==> config.mk <==
export PLATFORM = sky130hd
export DESIGN_NAME = io_port_select_decoder
export DESIGN_NICKNAME = d
export VERILOG_FILES = /design/src/include/port_decode_pkg.sv /design/src/core/io_port_select_decoder.sv
export VERILOG_INCLUDE_DIRS = /design/src /design/src/include
export SDC_FILE = /design/constraint.sdc
export NUM_CORES = 1
export LEC_CHECK = 0
export ABC_CLOCK_PERIOD_IN_PS = 2500
export BUFFER_PORTS_ARGS = -buffer_cell sky130_fd_sc_hd__buf_4
export CAP_MARGIN = 10
export CORE_AREA = 2 2 94 96
export DETAILED_ROUTE_END_ITERATION = 7
export DIE_AREA = 0 0 96 98
export GPL_ROUTABILITY_DRIVEN = 0
export PLACE_DENSITY = 0.6
export SLEW_MARGIN = 30
export SYNTH_ARGS = -nofsm -noshare
export SYNTH_HDL_FRONTEND = slang
export SYNTH_SLANG_ARGS = --single-unit
==> constraint.sdc <==
create_clock -name ref_clk_in -period 2.5 [get_ports ref_clk_in]
set_input_delay 0.5 -clock ref_clk_in [delete_from_list [all_inputs] [get_ports ref_clk_in]]
set_output_delay 0.5 -clock ref_clk_in [all_outputs]
set_load 0.03 [all_outputs]
==> src/include/port_decode_cfg.svh <==
// Purpose: Constants for the I/O port select decoder
// Assumes: 8-bit I/O address, port offsets in the low three bits
// Notes:   Offsets are port numbers within the eight-port group
`ifndef PORT_DECODE_CFG_SVH
`define PORT_DECODE_CFG_SVH
`define CMD_STATUS_PORT_OFS 3'h0
`define TRACK_PORT_OFS      3'h1
`define SECTOR_PORT_OFS     3'h2
`define DATA_PORT_OFS       3'h3
`define AUX_CONTROL_PORT_OFS 3'h4
`define BASE_MSB            7
`define BASE_LSB            3
`define SEL_BIT             2
`define AUX_CODE_SEVEN      3'h0
`define AUX_CODE_SIX        3'h1
`define AUX_CODE_FIVE       3'h2
`endif

==> src/include/port_decode_pkg.sv <==
// Purpose: Types for the I/O port select decoder
// Assumes: Host bus strobes arrive unsynchronised; the decoder synchronises them
// Notes:   Bus signals travel together as one struct
package port_decode_pkg;
   typedef struct packed {
      logic [7:0] addr;
      logic [7:0] dout;
      logic       dbin;
      logic       inp;
      logic       wr_n;
      logic       outp;
   } host_bus_t;
   typedef struct packed {
      logic       cs_n;
      logic       rd_n;
      logic       wr_n;
      logic [1:0] reg_sel;
      logic       aux_sel;
      logic [7:0] aux_dec_n;
      logic       drive_reset_n;
   } dec_state_t;
endpackage

==> src/core/io_port_select_decoder.sv <==
// Purpose: Board select and port decode for the disk controller host port
// Assumes: Host strobes come from pins and are synchronised here
// Notes:   Outputs are registered, so they lag the bus by five clocks: three sync stages, the agree step and the decode register
`timescale 1ns/1ps
`default_nettype none
`include "port_decode_cfg.svh"
// Contract
// - Compare address bits 7..3 with base switch
// - Mismatch selects nothing, cycle left alone
// - Each base value claims eight contiguous ports
// - Chip select when matched and bit 2 low
// - Offsets 0..3 reach controller's four registers
// - Address bits 1..0 passed straight to controller
// - Read only with data-in strobe and input status
// - Write only with write strobe and output status
// - Output to offset 4 enables code decoder
// - Only decoder outputs five to seven act
// - Decoder sees complemented data bits
// - Code 000 pulses the drive reset line
module io_port_select_decoder
   import port_decode_pkg::*;
(
   // Clock and reset
   input  wire logic       ref_clk_in,
   input  wire logic       arst_n_in,
   // Host bus
   input  wire host_bus_t  bus_in,
   input  wire logic [4:0] base_sw_in,
   // Controller side
   output logic            ctrl_cs_n_out,
   output logic            ctrl_rd_n_out,
   output logic            ctrl_wr_n_out,
   output logic [1:0]      ctrl_reg_sel_out,
   // Auxiliary port
   output logic            aux_sel_out,
   output logic            decoder_out_five_n_out,
   output logic            decoder_out_six_n_out,
   output logic            decoder_out_seven_n_out,
   output logic            drive_reset_n_out
);
   typedef struct packed {
      host_bus_t  s1;
      host_bus_t  s2;
      host_bus_t  s3;
      logic [4:0] sw1;
      logic [4:0] sw2;
      logic [4:0] sw3;
      host_bus_t  bus;
      logic [4:0] base;
      dec_state_t dec;
   } state_t;

   localparam host_bus_t BUS_IDLE = '{addr: 8'h00, dout: 8'h00, dbin: 1'b0, inp: 1'b0, wr_n: 1'b1, outp: 1'b0};
   localparam dec_state_t DEC_IDLE = '{cs_n: 1'b1, rd_n: 1'b1, wr_n: 1'b1, reg_sel: 2'h0, aux_sel: 1'b0,
                                      aux_dec_n: 8'hFF, drive_reset_n: 1'b1};

   state_t state_r;
   state_t state_nxt;

   // One-hot active-low 3-to-8 decode with enable
   function automatic logic [7:0] dec3to8_n(input logic en, input logic [2:0] code);
      logic [7:0] v;
      v = 8'hFF;
      if (en) begin
         v[code] = 1'b0;
      end
      return v;
   endfunction

   always_comb begin
      logic       match;
      logic       rd_req;
      logic       wr_req;
      logic       aux_hit;
      logic [7:0] dec_n;
      state_nxt = state_r;
      // Three-stage sync; a change is taken only when stages two and three agree
      state_nxt.s1  = bus_in;
      state_nxt.s2  = state_r.s1;
      state_nxt.s3  = state_r.s2;
      state_nxt.sw1 = base_sw_in;
      state_nxt.sw2 = state_r.sw1;
      state_nxt.sw3 = state_r.sw2;
      if (state_r.s2 == state_r.s3) begin
         state_nxt.bus = state_r.s3;
      end
      if (state_r.sw2 == state_r.sw3) begin
         state_nxt.base = state_r.sw3;
      end
      // Low three bits are free, so one base value owns eight ports
      match   = (state_r.bus.addr[`BASE_MSB:`BASE_LSB] == state_r.base);
      rd_req  = state_r.bus.dbin && state_r.bus.inp;
      wr_req  = !state_r.bus.wr_n && state_r.bus.outp;
      aux_hit = match && (state_r.bus.addr[2:0] == `AUX_CONTROL_PORT_OFS) && wr_req;
      state_nxt.dec = DEC_IDLE;
      if (match && !state_r.bus.addr[`SEL_BIT]) begin
         state_nxt.dec.cs_n    = 1'b0;
         state_nxt.dec.rd_n    = !rd_req;
         state_nxt.dec.wr_n    = !wr_req;
         state_nxt.dec.reg_sel = state_r.bus.addr[1:0];
      end
      // Data-out lines are inverted on the board, so the decoder sees ~data
      dec_n = dec3to8_n(aux_hit, ~state_r.bus.dout[2:0]);
      state_nxt.dec.aux_sel = aux_hit;
      // Lower five outputs are not wired anywhere
      state_nxt.dec.aux_dec_n = {dec_n[7:5], 5'h1F};
      // Reset lasts as long as the output strobe; a real pulse stretch is the drive's job
      state_nxt.dec.drive_reset_n = dec_n[7];
   end

   always_ff @(posedge ref_clk_in or negedge arst_n_in) begin
      if (!arst_n_in) begin
         state_r <= '{s1: BUS_IDLE, s2: BUS_IDLE, s3: BUS_IDLE, sw1: 5'h00, sw2: 5'h00, sw3: 5'h00,
                      bus: BUS_IDLE, base: 5'h00, dec: DEC_IDLE};
      end else begin
         state_r <= state_nxt;
      end
   end

   assign ctrl_cs_n_out           = state_r.dec.cs_n;
   assign ctrl_rd_n_out           = state_r.dec.rd_n;
   assign ctrl_wr_n_out           = state_r.dec.wr_n;
   assign ctrl_reg_sel_out        = state_r.dec.reg_sel;
   assign aux_sel_out             = state_r.dec.aux_sel;
   assign decoder_out_five_n_out  = state_r.dec.aux_dec_n[5];
   assign decoder_out_six_n_out   = state_r.dec.aux_dec_n[6];
   assign decoder_out_seven_n_out = state_r.dec.aux_dec_n[7];
   assign drive_reset_n_out       = state_r.dec.drive_reset_n;
endmodule
`default_nettype wire

Word level (Yosys, flattened, before mapping)

Cells that the tools add are included.

Input bits: 27
Word-level logic and storage cells: 57
Bits in registers: 105
Output and inout port bits: 10

Reductions and logical operators: 10
Muxes and demuxes: 4
Equality and inequality tests: 4
Bitwise logic cells: 2
Magnitude comparators: 2

Operators with widths:

| operator                                                   | number |
|---|---|
| equality test 20 bit                                       | 1 |
| equality test 5 bit                                        | 2 |
| 2-to-1 mux 8 bit                                           | 1 |
| NOT 8 bit                                                  | 1 |
| logical AND 1 bit                                          | 6 |
| 2-to-1 mux 5 bit                                           | 1 |
| logical NOT 1 bit                                          | 4 |
| less-than comparator 3 x 4 -> 1 bit, second input constant | 1 |
| demux 1 bit (select 3 bit)                                 | 1 |
| equality test 3 bit, second input constant                 | 1 |
| >= comparator 3 x 1 -> 1 bit, second input constant        | 1 |
| NOT 3 bit                                                  | 1 |
| 2-to-1 mux 1 bit                                           | 1 |

Longest topological paths before layout

Depth in word-level cells: 7
Depth in mapped cells: 6
Mapped depth without buffers: 5

Least setup slack after synthesis

No wires, ideal clock.

Path kind: register to register
From: register state_r[60] (netlist name)
To: register state_r[25] (netlist name)
Setup time: 0.125 ns
Period minus slack after synthesis: 1.783 ns
Arrival: 1.658 ns
Path buffers: 1
Stages on the path, launching flop included: 7
Required time: 2.375 ns
Setup slack: 0.717 ns
Path through: dfrtp_1 > xor2_1 > nor4_1 > nand3_1 > nor3_4 > buf_6 > mux2_2

Cells in the longest elaborated chain, start to end: 1

Ends and longest elaborated chain:

| what                   | line                          | text |
|---|---|---|
| from (decl)            | io_port_select_decoder.sv:57  | `state_t state_r;` |
| from (signal assigned) | io_port_select_decoder.sv:113 | `state_r <= '{s1: BUS_IDLE, s2: BUS_IDLE, s3: BUS_IDLE, sw1: 5'h00, sw2: 5'h00, sw3: 5'h00,` |
| from (signal assigned) | io_port_select_decoder.sv:116 | `state_r <= state_nxt;` |
| equality test 20 bit   | io_port_select_decoder.sv:84  | `if (state_r.s2 == state_r.s3) begin` |

Several ways; a longest one is shown, not always the timed one.
A chain may end at the register's enable or synchronous reset.

Worst setup path after layout

From: register state_r[60] (netlist name)
To: register state_r[33] (netlist name)

Cells in the longest elaborated chain, start to end: 1

Ends and longest elaborated chain:

| what                 | line |
|---|---|
| equality test 20 bit | io_port_select_decoder.sv:84 |

Every way passes these cells.

==> results.cfg <==
[floorplanning]
core_area_sq_um = 8470
ios = 37
die_h_microns = 98
start_util_pct = 38.8
die_area_sq_um = 9410
rows = 34
die-width_microns = 96

[setup_path]
worst-endpoint-required_ps = 2740
crit_type = register to register
cp_data_arrival_time_ps = 2400
slowest_stage = dfrtp_1
max_stage_delay_ps = 400
startpoint_type = register
crit_chain = xor2_1 > nor4_1 > nand3_1 > nor3_4 > buf_4 > mux2_2
critical_path.endpoint_type = register
path_buf_inv = 1
cp_top_family = simple AND/OR/NAND/NOR gates
cp_max_fo = 8

[cts]
clk_pin_slew_worst_paths_ps = 90
cts_made_buffers = 9
cts_root_buf = clkbuf_8
hold_buffers = 0
clkSinkCount = 104
cts_tree = done
clockBufferDepth = 2
h-tree-depth = 3
post_cts_buffers = 0
cts-resized-gates = 0
clk_latency_ps = 350

[drt]
firstDrtPassIters = 3
viasPerCell = 4.25
wl_mm = 4.27
dr_total_vias = 1453
drc = 0
wire_per_inst_microns = 12.5
dr.first_iter.drc_count = 89
postRouteAntennaNets = 0

[final_layout]
area.growth.synth_to_final_pct = 19.4
final_util_pct = 46.3
drive_gt1_share_pct = 35.9
fin_nets = 256
filler_cell_count = 735
final_common_cell = dfrtp_1
antenna_cells = 0
mostFrequentLayoutCells = dfrtp_1 (94), buf_4 (38), mux2_2 (19)

[grt]
grt_start_max_net_pins = 50
grtUsageMet3_pct = 3.47
grt_first_pass_wirelength_mm = 7.65
antenna_found_initial = 0
overflow = 0
met2_usage_pct = 15.5
gr-max-usage-layer = met2
use_met1_pct = 14.8
grt_usage_pct = 11.1
first_global_vias = 1622

[timing]
worst_slack_ps = 347
rsz0062_at_grt = false
slew_violations = 0
worst_pin_slew_ps = 841
post-route-period-util_pct = 86.1
min_period_ps = 2150
finalHoldViolCount = 0
setup_viol_count_final = 0
tns_ps = 0
maxSlewHeadroom_pct = 43.4
skew_ps = 7.04
fmax_ghz = 0.464

[synthesis]
yosys_warnings = 0
synth_seq_area_share_pct = 79.6
postSynthCellCount = 183
synth_fp_nets = 210
syn_avg_cell_area_sq_um = 17.9
ys_seq_elements = 104
synth_cell_types = 20
syn-cell-area_sq_um = 3280

[worst_hold_path]
hold_path.class = primary input to async pin

[place]
dp_slack_ps = 326
post-dp-hpwl_mm = 2.89
port_buffers = 36

[pwr]
peakVddDrop_mv = 0.321
power_density_nw_per_um2 = 815
p_leak_nw = 1.79

[status]
status = completed

[job]
maxCapViolCount = 0
==> layout make-up <==
type	instances	area [sq um]	area share, %
multi-input combinational	74	632	16.1
clock buffer	12	155	3.96
inverter	1	3.75	0.0957
sequential	104	2620	66.7
clock inverter	4	76.3	1.95
timing repair buffer	39	305	7.78
tap	108	135	3.44
==> state kept, by name, indices dropped and copies added, names as in the netlist <==
name,flops
ctrl_rd_n_out,1
decoder_out_five_n_out,1
ctrl_cs_n_out,1
state_r,45
ctrl_reg_sel_out,2
ctrl_wr_n_out,1
decoder_out_seven_n_out,1
decoder_out_six_n_out,1
aux_sel_out,1
state_nxt,50
==> final timing paths <==
path	slack, ps	start	cells after the start	to
worst max-delay path	350	state_r[60]	6	state_r[33]
worst min-delay path	110	arst_n_in	1	state_nxt[78]
worst max register to register	350	state_r[60]	6	state_r[33]
worst min register to register	350	state_nxt[49]	0	state_nxt[44]
max in group asynchronous	1710	arst_n_in	2	ctrl_cs_n_out
min in group ref_clk_in	250	base_sw_in[2]	1	state_nxt[47]
==> report_power, final <==
part           internal, mW  total, mW  switching [mW]
Sequential             1.79       1.85          0.0585
Combinational         0.111      0.213           0.102
Clock                 0.621       1.14           0.517
Total                  2.52       3.20           0.677
==> layer usage <==
metal  part of all wire [%]  routed length, microns
met3                    4.5                     193
met1                     47                    1990
met5                      0                       0
met4                    3.0                     128
met2                     46                    1960
==> metrics by stage <==
| step | power, mW | area (sq um) | instances | hold slack [ps] |
|---|---|---|---|---|
| floorplan | 1.99 | 3280 | 183 | 204 |
| global placement | 2.10 | 3690 | 326 | 333 |
| detailed placement | 2.10 | 3690 | 326 | 335 |
| CTS | 3.25 | 3920 | 342 | 103 |
| global route | 3.36 | 3920 | 342 | 124 |
| finish | 3.20 | 3920 | 342 | 109 |
==> cell families (layout without fill, tap and decap cells) <==
logic type | count (synthesis) | count (layout) | share of synthesized area [%]
buf+inv | 5 | 56 | 1.14
simple gates | 24 | 24 | 4.38
mux | 20 | 20 | 6.86
flops | 104 | 104 | 79.6
xor+xnor | 30 | 30 | 8.00
==> worst reg2reg max path: stages (launching register included) <==
cell and delay [ps]:
dfrtp_1 400, xor2_1 170, nor4_1 380, nand3_1 180
nor3_4 330, buf_4 240, mux2_2 340
==> cell usage after synthesis <==
| library cell | n | area, sq um |
|---|---|---|
| and2_1 | 2 | 12.5 |
| and4_1 | 1 | 8.76 |
| buf_4 | 3 | 22.5 |
| buf_6 | 1 | 11.3 |
| dfrtp_1 | 94 | 2350 |
| dfstp_2 | 10 | 263 |
| inv_1 | 1 | 3.75 |
| mux2_1 | 1 | 11.3 |
| mux2_2 | 19 | 214 |
| nand2_1 | 1 | 3.75 |
| nand3_1 | 6 | 30.0 |
| nand3b_1 | 1 | 7.51 |
| nand4_1 | 2 | 12.5 |
| nor2_1 | 3 | 11.3 |
| nor2b_1 | 1 | 6.26 |
| nor3_1 | 2 | 10.0 |
| nor3_4 | 1 | 16.3 |
| nor4_1 | 4 | 25.0 |
| xnor2_1 | 14 | 123 |
| xor2_1 | 16 | 140 |
(Power assumes the default switching activity.)
